--- src/verilog/panel_defs.vh ---
// Constants for the front panel indicator controller
`ifndef PANEL_DEFS_VH
`define PANEL_DEFS_VH
`define CLK_HZ 20000000
`define TICK_HZ 1000
`define TICK_DIV (`CLK_HZ / `TICK_HZ)
`define HALF_SEC_MS 500
`define ONE_SEC_MS 1000
`define PULSE_MS 100
`define TICKS_PER_MIN 60000
`define ADDR_CONFIG 4'h0
`define ADDR_COMMAND 4'h1
`define ADDR_STATUS 4'h2
`define ADDR_ERRCNT 4'h3
`define ADDR_LOOPLEFT 4'h4
`define CFG_TIMEOUT_LSB 0
`define CFG_TXCLK_SEL 4
`define CFG_TXCLK_INV 5
`define CMD_DEFAULTS 0
`define CMD_CLEAR_ERR 1
`define TO_5 4'h0
`define TO_10 4'h1
`define TO_15 4'h2
`define TO_30 4'h3
`define TO_45 4'h4
`define TO_60 4'h5
`define TO_90 4'h6
`define TO_120 4'h7
`define TO_180 4'h8
`define TO_NO_TIMEOUT_SETTING 4'h9
`define CFG_RESET 6'h03
`endif

--- src/verilog/front_panel_indicator_control.v ---
// Front panel indicator, loop timeout and transmit clock control
//
// The register offsets and the address-and-strobe port were decided locally.
`include "panel_defs.vh"
module front_panel_indicator_control (
   input wire CLK,
   input wire RESETN,
   input wire [3:0] ADDR,
   input wire [7:0] WDATA,
   input wire WR,
   input wire RD,
   output reg [7:0] RDATA,
   input wire LINK_UP,
   input wire SLOT_ACTIVE,
   input wire TX_BIT,
   input wire RX_BIT,
   input wire BLUE_ALARM,
   input wire YELLOW_ALARM,
   input wire OUT_OF_FRAME,
   input wire SYNC_LOSS,
   input wire FRAME_LOSS,
   input wire FRAMING_BIT_ERR,
   input wire EXCESS_ZEROS,
   input wire CTRL_SLIP,
   input wire SEVERE_FRAME_ERR,
   input wire PATTERN_SENDING,
   input wire PATTERN_MISMATCH,
   input wire ERR_INSERT,
   input wire LOCAL_LOOP,
   input wire REMOTE_LOOP,
   input wire REMOTE_LOOPUP,
   input wire TERM_LOOP_START,
   input wire TERM_LOOP_END,
   input wire EXT_TX_CLK,
   input wire OWN_TX_CLK,
   output reg LINK_LED,
   output reg TX_GREEN,
   output reg TX_ORANGE,
   output reg RX_GREEN,
   output reg RX_ORANGE,
   output reg ALARM_LED,
   output reg ERROR_LED,
   output reg TEST_LED,
   output reg TERM_LOOP_ACTIVE,
   output wire TX_SAMPLE_CLK,
   output wire TX_CLK_OUT
);
   reg rst_meta_reg;
   reg rst_sync_reg;
   wire rst_n;
   wire tick;
   reg [9:0] blink_ms_reg;
   reg [9:0] alarm_ms_reg;
   reg [5:0] cfg_reg;
   reg [15:0] err_count_reg;
   reg [15:0] min_ms_reg;
   reg [7:0] loop_min_reg;
   reg [7:0] limit_min;
   reg err_prev_reg;
   reg alarm_phase_reg;
   wire err_cond;
   wire err_event;
   wire clear_cmd;
   wire defaults_cmd;
   wire half_blink;
   wire sec_pulse;
   wire brief;
   wire no_timeout_setting;
   wire any_alarm;
   wire [1:0] lane_bit;
   wire [1:0] lane_green;
   wire [1:0] lane_orange;
   genvar lane;

   // Reset release is synchronised so every flop behind rst_n leaves reset on the same edge
   always @(posedge CLK or negedge RESETN)
   begin
      if (!RESETN)
      begin
         rst_meta_reg <= 1'b0;
         rst_sync_reg <= 1'b0;
      end
      else
      begin
         rst_meta_reg <= 1'b1;
         rst_sync_reg <= rst_meta_reg;
      end
   end
   assign rst_n = rst_sync_reg;

   tick_divider u_tick (
      .clk(CLK),
      .rst_n(rst_n),
      .tick(tick)
   );

   // Minute codes to minutes; no_timeout_setting maps to zero and is gated separately
   function [7:0] code_to_min;
      input [3:0] code;
      begin
         case (code)
            `TO_5: code_to_min = 8'h05;
            `TO_10: code_to_min = 8'h0A;
            `TO_15: code_to_min = 8'h0F;
            `TO_30: code_to_min = 8'h1E;
            `TO_45: code_to_min = 8'h2D;
            `TO_60: code_to_min = 8'h3C;
            `TO_90: code_to_min = 8'h5A;
            `TO_120: code_to_min = 8'h78;
            `TO_180: code_to_min = 8'hB4;
            default: code_to_min = 8'h00;
         endcase
      end
   endfunction

   // Address compare shared by the write decode and the read mux
   function addr_is;
      input [3:0] addr;
      input [3:0] target;
      begin
         addr_is = (addr == target);
      end
   endfunction

   // One second blink frame built from the millisecond tick
   always @(posedge CLK or negedge rst_n)
   begin
      if (!rst_n)
         blink_ms_reg <= 10'h000;
      else if (tick)
      begin
         if (blink_ms_reg == (`ONE_SEC_MS - 1))
            blink_ms_reg <= 10'h000;
         else
            blink_ms_reg <= blink_ms_reg + 10'h001;
      end
   end
   assign brief = (blink_ms_reg < `PULSE_MS);
   assign sec_pulse = brief;

   // Alarm blink keeps its own count, so the on-phase shows as soon as an alarm appears
   assign any_alarm = BLUE_ALARM || YELLOW_ALARM || OUT_OF_FRAME || SYNC_LOSS || FRAME_LOSS;
   always @(posedge CLK or negedge rst_n)
   begin
      if (!rst_n)
         alarm_ms_reg <= 10'h000;
      else if (!any_alarm)
         alarm_ms_reg <= 10'h000;
      else if (tick)
      begin
         if (alarm_ms_reg == (`ONE_SEC_MS - 1))
            alarm_ms_reg <= 10'h000;
         else
            alarm_ms_reg <= alarm_ms_reg + 10'h001;
      end
   end
   assign half_blink = (alarm_ms_reg < `HALF_SEC_MS);

   // Phase idles high, matching the cleared count
   always @(posedge CLK or negedge rst_n)
   begin
      if (!rst_n)
         alarm_phase_reg <= 1'b1;
      else
         alarm_phase_reg <= half_blink;
   end

   assign defaults_cmd = WR && addr_is(ADDR, `ADDR_COMMAND) && WDATA[`CMD_DEFAULTS];
   assign clear_cmd = WR && addr_is(ADDR, `ADDR_COMMAND) && WDATA[`CMD_CLEAR_ERR];

   // Header lines and password live outside this block, so defaults cannot touch them
   always @(posedge CLK or negedge rst_n)
   begin
      if (!rst_n)
         cfg_reg <= `CFG_RESET;
      else if (defaults_cmd)
         cfg_reg <= `CFG_RESET;
      else if (WR && addr_is(ADDR, `ADDR_CONFIG))
         cfg_reg <= WDATA[5:0];
   end

   // Error conditions; injected errors alone are shown on the one second beat
   assign err_cond = FRAMING_BIT_ERR || EXCESS_ZEROS || CTRL_SLIP
      || SEVERE_FRAME_ERR;
   assign err_event = err_cond || (PATTERN_SENDING && PATTERN_MISMATCH);

   always @(posedge CLK or negedge rst_n)
   begin
      if (!rst_n)
         err_prev_reg <= 1'b0;
      else
         err_prev_reg <= err_event;
   end

   // Counter counts onsets; a new onset in the clear cycle still lands
   always @(posedge CLK or negedge rst_n)
   begin
      if (!rst_n)
         err_count_reg <= 16'h0000;
      else if (err_event && !err_prev_reg)
      begin
         if (clear_cmd)
            err_count_reg <= 16'h0001;
         else if (err_count_reg != 16'hFFFF)
            err_count_reg <= err_count_reg + 16'h0001;
      end
      else if (clear_cmd)
         err_count_reg <= 16'h0000;
   end

   // Terminal loop timer; lead and switch loops no_timeout_setting enter it
   assign no_timeout_setting = (cfg_reg[3:0] == `TO_NO_TIMEOUT_SETTING);
   always @*
   begin
      limit_min = code_to_min(cfg_reg[3:0]);
   end

   always @(posedge CLK or negedge rst_n)
   begin
      if (!rst_n)
      begin
         TERM_LOOP_ACTIVE <= 1'b0;
         min_ms_reg <= 16'h0000;
         loop_min_reg <= 8'h00;
      end
      else if (TERM_LOOP_START)
      begin
         TERM_LOOP_ACTIVE <= 1'b1;
         min_ms_reg <= 16'h0000;
         loop_min_reg <= 8'h00;
      end
      else if (TERM_LOOP_ACTIVE)
      begin
         if (TERM_LOOP_END)
            TERM_LOOP_ACTIVE <= 1'b0;
         else if (!no_timeout_setting && (loop_min_reg >= limit_min))
            TERM_LOOP_ACTIVE <= 1'b0;
         else if (tick)
         begin
            if (min_ms_reg == (`TICKS_PER_MIN - 1))
            begin
               min_ms_reg <= 16'h0000;
               if (loop_min_reg != 8'hFF)
                  loop_min_reg <= loop_min_reg + 8'h01;
            end
            else
               min_ms_reg <= min_ms_reg + 16'h0001;
         end
      end
   end

   // Transmit clock steering toward the DTE
   assign TX_SAMPLE_CLK = cfg_reg[`CFG_TXCLK_SEL] ? OWN_TX_CLK : EXT_TX_CLK;
   assign TX_CLK_OUT = OWN_TX_CLK ^ cfg_reg[`CFG_TXCLK_INV];

   // Both bit lanes share one colour rule, so one body serves transmit and receive
   assign lane_bit = {RX_BIT, TX_BIT};
   generate
      for (lane = 0; lane < 2; lane = lane + 1)
      begin : g_lane
         assign lane_green[lane] = SLOT_ACTIVE && lane_bit[lane];
         assign lane_orange[lane] = SLOT_ACTIVE && !lane_bit[lane];
      end
   endgenerate

   // Indicator outputs, all registered
   always @(posedge CLK or negedge rst_n)
   begin
      if (!rst_n)
      begin
         LINK_LED <= 1'b0;
         TX_GREEN <= 1'b0;
         TX_ORANGE <= 1'b0;
         RX_GREEN <= 1'b0;
         RX_ORANGE <= 1'b0;
         ALARM_LED <= 1'b0;
         ERROR_LED <= 1'b0;
         TEST_LED <= 1'b0;
      end
      else
      begin
         LINK_LED <= LINK_UP;
         TX_GREEN <= lane_green[0];
         TX_ORANGE <= lane_orange[0];
         RX_GREEN <= lane_green[1];
         RX_ORANGE <= lane_orange[1];
         ALARM_LED <= any_alarm && alarm_phase_reg;
         if (err_cond)
            ERROR_LED <= 1'b1;
         else if (PATTERN_SENDING && PATTERN_MISMATCH)
            ERROR_LED <= 1'b1;
         else if (ERR_INSERT)
            ERROR_LED <= sec_pulse;
         else
            ERROR_LED <= 1'b0;
         // Steady modes win over the loop blink patterns
         if (PATTERN_SENDING || REMOTE_LOOPUP)
            TEST_LED <= 1'b1;
         else if (REMOTE_LOOP)
            TEST_LED <= !brief;
         else if (LOCAL_LOOP)
            TEST_LED <= brief;
         else
            TEST_LED <= 1'b0;
      end
   end

   // Register read port; unmapped addresses read zero
   always @(posedge CLK or negedge rst_n)
   begin
      if (!rst_n)
         RDATA <= 8'h00;
      else if (RD)
      begin
         if (addr_is(ADDR, `ADDR_CONFIG))
            RDATA <= {2'b00, cfg_reg};
         else if (addr_is(ADDR, `ADDR_STATUS))
            RDATA <= {TERM_LOOP_ACTIVE, TEST_LED, ERROR_LED, ALARM_LED, 3'b000, LINK_LED};
         else if (addr_is(ADDR, `ADDR_ERRCNT))
            RDATA <= err_count_reg[7:0];
         else if (addr_is(ADDR, `ADDR_LOOPLEFT))
            RDATA <= loop_min_reg;
         else
            RDATA <= 8'h00;
      end
      else
         RDATA <= 8'h00;
   end
endmodule // front_panel_indicator_control

--- src/verilog/tick_divider.v ---
// Divides the system clock into a one-cycle millisecond tick
`include "panel_defs.vh"
module tick_divider (
   input wire clk,
   input wire rst_n,
   output reg tick
);
   reg [14:0] count_reg;
   always @(posedge clk or negedge rst_n)
   begin
      if (!rst_n)
      begin
         count_reg <= 15'h0000;
         tick <= 1'b0;
      end
      else if (count_reg == (`TICK_DIV - 1))
      begin
         count_reg <= 15'h0000;
         tick <= 1'b1;
      end
      else
      begin
         count_reg <= count_reg + 15'h0001;
         tick <= 1'b0;
      end
   end
endmodule // tick_divider

--- config.mk ---
export PLATFORM = sky130hd
export DESIGN_NAME = front_panel_indicator_control
export DESIGN_NICKNAME = d
export VERILOG_FILES = /design/src/verilog/front_panel_indicator_control.v /design/src/verilog/tick_divider.v
export VERILOG_INCLUDE_DIRS = /design/src /design/src/verilog
export SDC_FILE = /design/constraint.sdc
export NUM_CORES = 1
export LEC_CHECK = 0
export BUFFER_PORTS_ARGS = -buffer_cell sky130_fd_sc_hd__buf_2
export CORE_UTILIZATION = 61
export CTS_BUF_LIST = sky130_fd_sc_hd__clkbuf_4
export CTS_CLUSTER_SIZE = 20
export DETAILED_ROUTE_END_ITERATION = 8
export PLACE_DENSITY = 0.91
export SLEW_MARGIN = 20
export SYNTH_ARGS = -nofsm -noshare
export SYNTH_HDL_FRONTEND = slang
export SYNTH_SLANG_ARGS = --single-unit
--- constraint.sdc ---
create_clock -name CLK -period 4.1 [get_ports CLK]
set_input_delay 0.205 -clock CLK [delete_from_list [all_inputs] [get_ports CLK]]
set_output_delay 0.205 -clock CLK [all_outputs]
set_load 0.005 [all_outputs]
Yosys cells after proc, flatten, opt, wreduce, memory -nomap -nowiden
Memory sizes are Yosys's and may differ from the RTL's.
Cells that the tools add are included.
Widths: inputs -> output; s select.
- $add $sub $neg: 6
- magnitude comparators: 3
- equality and inequality tests: 14
- multiplexer cells: 41
- bitwise gates (word level): 1
- reduce and logical (&&, ||, !) cells: 37
- operators with widths (kind ; number):
    $mux 16 ; 10
    $mux 8 ; 12
    $mux 10 ; 4
    $add 16x1->16 const B ; 2
    $add 10x1->10 const B ; 2
    $eq 10x10->1 const B ; 2
    $eq 16x16->1 const B ; 1
    $ne 16x16->1 const B ; 1
    $add 15x1->15 const B ; 1
    $eq 15x15->1 const B ; 1
    $mux 15 ; 1
    $reduce_bool 2->1 ; 7
    $logic_and 1x1->1 ; 12
    $mux 1 ; 12
    $mux 6 ; 2
    $lt 10x7->1 const B ; 1
    $lt 10x9->1 const B ; 1
    $logic_or 1x1->1 ; 9
    $add 8x1->8 const B ; 1
    $eq 4x2->1 const B ; 2
    $ge 8x8->1 ; 1
    $ne 8x8->1 const B ; 1
    $reduce_and 6->1 ; 1
    $logic_not 1->1 ; 5
    other kinds (9) ; 10
- register bits after elaboration: 103
- ROM bits: 128
- logic and storage cells: 125
- memories kept: 1
- memories (memory ; depth ; width ; rd ports ; clocked after Yosys merged registers in ; write ports ; RTL line ; source):
    (no name shown) ; 16 ; 8 ; 1 ; 0 ; 0 ; front_panel_indicator_control.v:101 ; case (code)

Depth between registers and ports, before layout
- depth in word-level cells: 8
- depth in mapped cells: 12
- gate-level depth less buffers: 10

Modules after synthesis
From an unflattened synthesis, not the netlist that was laid out.
- cell total of the unflattened synthesis: 572
- area, all modules: 5507.8 um^2
- modules (own cells, without submodules) (module ; instances ; cells each ; area each (um^2)):
    front_panel_indicator_control ; 1 ; 508 ; 4787.1
    tick_divider ; 1 ; 64 ; 720.7

Worst setup path before layout
OpenSTA, ideal clock, no wires.
- path type: register -> register
- from: reg cfg_reg[1]
- to: reg loop_min_reg[7]
- library setup time: 78 ps
- arrival: 2760 ps
- data required time: 4022 ps
- path slack: 1263 ps
- stages on the path, launching flop included: 11
- clock period less this slack: 2837 ps
- path through: dfstp_2 -> clkbuf_1 -> a211oi_1 -> ha_1 -> nand2b_1 -> a2111oi_0 -> o311ai_1 -> and2_1 -> buf_6 -> or4_1 -> a21oi_1
- cells in the longest elaborated chain, start to end: 5
- RTL lines (element ; RTL line ; source):
    start, declared ; front_panel_indicator_control.v:54 ; reg [5:0] cfg_reg;
    start signal, assigned ; front_panel_indicator_control.v:175 ; cfg_reg <= `CFG_RESET;
    start signal, assigned ; front_panel_indicator_control.v:177 ; cfg_reg <= `CFG_RESET;
    start signal, assigned ; front_panel_indicator_control.v:179 ; cfg_reg <= WDATA[5:0];
    $mem_v2 16x8 / $eq 4x4->1 (equally long branches) ; - ;
    $ge 8x8->1 / $logic_not 1->1 (equally long branches) ; front_panel_indicator_control.v:236 ; else if (!no_timeout_setting && (loop_min_reg >= limit_min))
    $logic_and 1x1->1 (*) ; front_panel_indicator_control.v:236 ;
    $ne 2x2->1 (no line) (*) ; - ;
    $reduce_and 6->1 (no line) (*) ; - ;
    end signal, assigned ; front_panel_indicator_control.v:244 ; loop_min_reg <= loop_min_reg + 8'h01;
    end, declared ; front_panel_indicator_control.v:57 ; reg [7:0] loop_min_reg;
Mark *: on every way between the ends. The rest lies on a longest branch, timed or not.
A chain may end at the register's enable or synchronous reset.

Worst setup path in the final report
- from: reg cfg_reg[2]
- to: reg min_ms_reg[5]
- cells in the longest elaborated chain, start to end: 5
- RTL lines (element ; RTL line ; source):
    $mem_v2 16x8 / $eq 4x4->1 (equally long branches) ; - ;
    $ge 8x8->1 / $logic_not 1->1 (equally long branches) ; front_panel_indicator_control.v:236 ;
    $logic_and 1x1->1 (*) ; front_panel_indicator_control.v:236 ;
    $ne 2x2->1 (no line) (*) ; - ;
    $reduce_and 4->1 (no line) (*) ; - ;
    end signal, assigned ; front_panel_indicator_control.v:247 ; min_ms_reg <= min_ms_reg + 16'h0001;
    end, declared ; front_panel_indicator_control.v:56 ; reg [15:0] min_ms_reg;
Marked as above.

==> reports/results.ini <==
[synth]
post_synth_edffs=0
ys_ff_latch=103
netlist-cell-type-count=65
ys.flop_type=sky130_fd_sc_hd__dfrtp_1
synth-async-reset-ratio_pct=100.0
syn-instance-count=595
synth.yosys.seq_area_share_pct=46.81
synth.cell_area_um2=5514
syn-mean-instance-area_um2=9.267
synthesis.nets=648
synthesis.yosys.warnings=0

[worst_setup_path]
type_of_the_setup_path_with_the_least_slack=register to register
crit_path_end_kind=register
timing.critical_path.from_type=register
critical_path.max_fanout=12
max_stage_delay_ns=0.55
critPathArrivalTime_ns=3.77
cp_slowest_cell=sky130_fd_sc_hd__nor3_1
regToRegSetupSlack_ns=0.71
worstReg2RegStart=cfg_reg[2]
worstReg2RegEnd=min_ms_reg[5]
r2r.worst_path.cells=8
required_ns=4.48
timing.critical_path.cells=nor3_1 -> nor2_1 -> ha_1 -> a2111oi_0 -> o311ai_1 -> nand2_1 -> nand3_1 -> o41ai_1

[worst_hold_path]
hold_path.startpoint=WR
whs_path_depth=3
timing.hold.worst_endpoint=cfg_reg[2]
hold_path_class=primary input to register

[route]
drt_drc=0
first_iteration_detailed_routing_drc_count=330
via_per_inst=6.192
detailedRoute.firstPassIterationCount=7
drt-total-wl_mm=12.18
route.vias.total=4817
drtAntennaViolNets=0
mean_routed_wirelength_per_cell_um=15.65

[global_route]
first_global_vias=4708
antenna_violations_before_repair=0
grt_max_degree=69
grt_util_all_layers_pct=26.41
grt_first_pass_wirelength_mm=20.56
grt_overflow_total=0

[clocking]
ctsHoldBuffers=20
cts_setup_buffers=0
clock_tree.htree_level_count=3
tritoncts=done
cts.sink_count=103
clock_tree_buffer_depth=2
tritoncts.num_buffers=9
clkTransAtPathRegs_ns=0.16
cts.repair.resized=0
cts_root_buf=sky130_fd_sc_hd__clkbuf_4
clk-insertion-delay-late_ns=0.48

[placement]
number_of_placed_instances_with_taps_included=742
place.port_buffers=55
place_congestion=0.9060
dp.final_hpwl_mm=8.458

[floorplan]
ioPinCount=58
row_count=34
floorplan.initialDensity_pct=63.23
chipWidth_um=97.08
fp.dieH_um=97.08
floorplan.die_area_um2=9424
fp.coreArea_um2=8721

[power_and_ir_drop]
vdd.ir_drop.worst_uv=243.4
sequentialPowerShare_pct=58.7
p_comb_share_pct=11.8
switching_power_mw=0.5578
pwr_density_cell_nw_per_um2=310.9
swShare_pct=28.94
p_clk_share_pct=29.5
internal-power_mw=1.369
standby_leakage_power_nw=2.639

[final_layout]
most-common-layout-cells=sky130_fd_sc_hd__dfrtp_1, sky130_fd_sc_hd__nor2_1, sky130_fd_sc_hd__nand2_1
insertedDiodeCount=0
final_nets=718
final_common_cell=sky130_fd_sc_hd__dfrtp_1
area_growth_pct=12.43
stdcell_count=778
fillCellCount=622
layout-drive-gt1-share_pct=14.03

[sta]
rsz0062_at_grt=false
finalClockSkew_ns=0.01512
fin_hold_ws_ns=0.02348
max_clock_freq_ghz=0.2950
worst-slew-pin-transition_ns=0.9091
setup_tns_ns=0
setup_viol=0
final.period_utilization_pct=82.68
relSlewSlack_pct=38.92
slew_viol_final=0
timing.final.hold_violations=0
final_period_minus_worst_setup_slack_ns=3.390

[run_status]
result_of_the_run=complete, no violations

[job]
max-cap-violations=0

[synthesized netlist by cell type, types with 3 or more instances]
cell type	n	area [um2]
sky130_fd_sc_hd__nand2_1	56	210.2
sky130_fd_sc_hd__a22oi_1	3	22.52
sky130_fd_sc_hd__nand3_1	38	190.2
sky130_fd_sc_hd__o21ai_0	29	145.1
sky130_fd_sc_hd__and2_1	8	50.05
sky130_fd_sc_hd__and4_1	6	52.55
sky130_fd_sc_hd__nand2b_1	6	37.54
sky130_fd_sc_hd__ha_1	14	175.2
sky130_fd_sc_hd__o41ai_1	4	35.03
sky130_fd_sc_hd__or3_1	8	50.05
sky130_fd_sc_hd__a21o_1	5	37.54
sky130_fd_sc_hd__a211oi_1	3	22.52
sky130_fd_sc_hd__inv_1	25	93.84
sky130_fd_sc_hd__nor4_1	6	37.54
sky130_fd_sc_hd__dfstp_2	3	78.83
sky130_fd_sc_hd__clkbuf_1	11	41.29
sky130_fd_sc_hd__xor2_1	20	175.2
sky130_fd_sc_hd__mux2i_1	4	40.04
sky130_fd_sc_hd__o31ai_1	4	30.03
sky130_fd_sc_hd__or4_1	7	52.55
sky130_fd_sc_hd__nand4_1	21	131.4
sky130_fd_sc_hd__o21a_1	3	22.52
sky130_fd_sc_hd__nor2_1	67	251.5
sky130_fd_sc_hd__o32ai_1	8	70.07
sky130_fd_sc_hd__nor3_1	16	80.08
sky130_fd_sc_hd__dfrtp_1	100	2502
sky130_fd_sc_hd__or2_2	3	18.77
sky130_fd_sc_hd__and3_1	9	56.30
sky130_fd_sc_hd__mux2_2	4	45.04
sky130_fd_sc_hd__nor2b_1	13	81.33
sky130_fd_sc_hd__a21oi_1	36	180.2
sky130_fd_sc_hd__xnor2_1	15	131.4
[power by group through the flow]
stage | combinational (mW) | sequential [mW] | clock, mW
3_5_place_dp | 0.211 | 1.15 | 0
2_1_floorplan | 0.164 | 1.12 | 0
6_report | 0.228 | 1.13 | 0.568
5_1_grt | 0.256 | 1.14 | 0.617
4_1_cts | 0.226 | 1.13 | 0.576
3_3_place_gp | 0.198 | 1.14 | 0
[cells by family (layout without fill, tap and decap cells)]
family | count (synthesis) | in the layout | share of synthesized area [%]
AND/OR/NAND/NOR | 276 | 276 | 25.78
other | 1 | 1 | 0.06801
buffers and inverters | 42 | 117 | 3.472
AO/OA/AOI/OAI | 116 | 116 | 13.59
adder cells (fa/ha/maj) | 14 | 14 | 3.177
multiplexers | 8 | 8 | 1.543
flip-flops | 103 | 103 | 46.81
XOR/XNOR | 35 | 35 | 5.559
[per-stage QoR]
stage / setup WS, ns / instance area [um2] / util (%) / power [mW]
2_1_floorplan: 1.024 / 5514 / - / 1.288
3_3_place_gp: 1.031 / 5838 / 66.94 / 1.342
3_5_place_dp: 0.8901 / 5838 / 66.94 / 1.359
4_1_cts: 0.8456 / 6196 / 71.05 / 1.931
5_1_grt: 0.5809 / 6200 / 71.09 / 2.015
6_report: 0.7101 / 6200 / 71.09 / 1.927
[area by class of cell]
type | instances | area (um2) | share of cell area (%)
Tap cell | 108 | 135.1 | 2.180
Timing Repair Buffer | 76 | 483.0 | 7.790
Multi-Input combinational cell | 450 | 2745 | 44.28
Inverter | 25 | 93.84 | 1.514
Sequential cell | 103 | 2585 | 41.70
Clock inverter | 7 | 90.09 | 1.453
Clock buffer | 9 | 67.56 | 1.090
[how the worst max path moves through the flow]
| stage | to | slack, ns | start |
|---|---|---|---|
| 3_5_place_dp | min_ms_reg[5] | 0.89 | cfg_reg[2] |
| 4_1_cts | min_ms_reg[5] | 0.85 | cfg_reg[2] |
| 5_1_grt | min_ms_reg[7] | 0.58 | cfg_reg[2] |
| 6_report | min_ms_reg[5] | 0.71 | cfg_reg[2] |
| 3_3_place_gp | min_ms_reg[5] | 1.03 | cfg_reg[2] |
| 2_1_floorplan | ALARM_LED | 1.02 | rst_n |
[layer usage]
metal	up-vias	share of wire (%)	track usage [%]
met5	-	0	0
met4	0	2.5	12.51
met3	38	5.6	4.748
met2	185	51	45.23
met1	2313	41	32.36
li1	2281	-	-
[critical path, delay by kind of cell, from the launching register on]
kind,cells,cell delay (ns)
AOI/OAI and AO/OA,3,1.10
adders and majority gates,1,0.22
DFF,1,0.50
and+or+nand+nor,4,1.48
No activity file was read; power rests on OpenSTA's default activity.
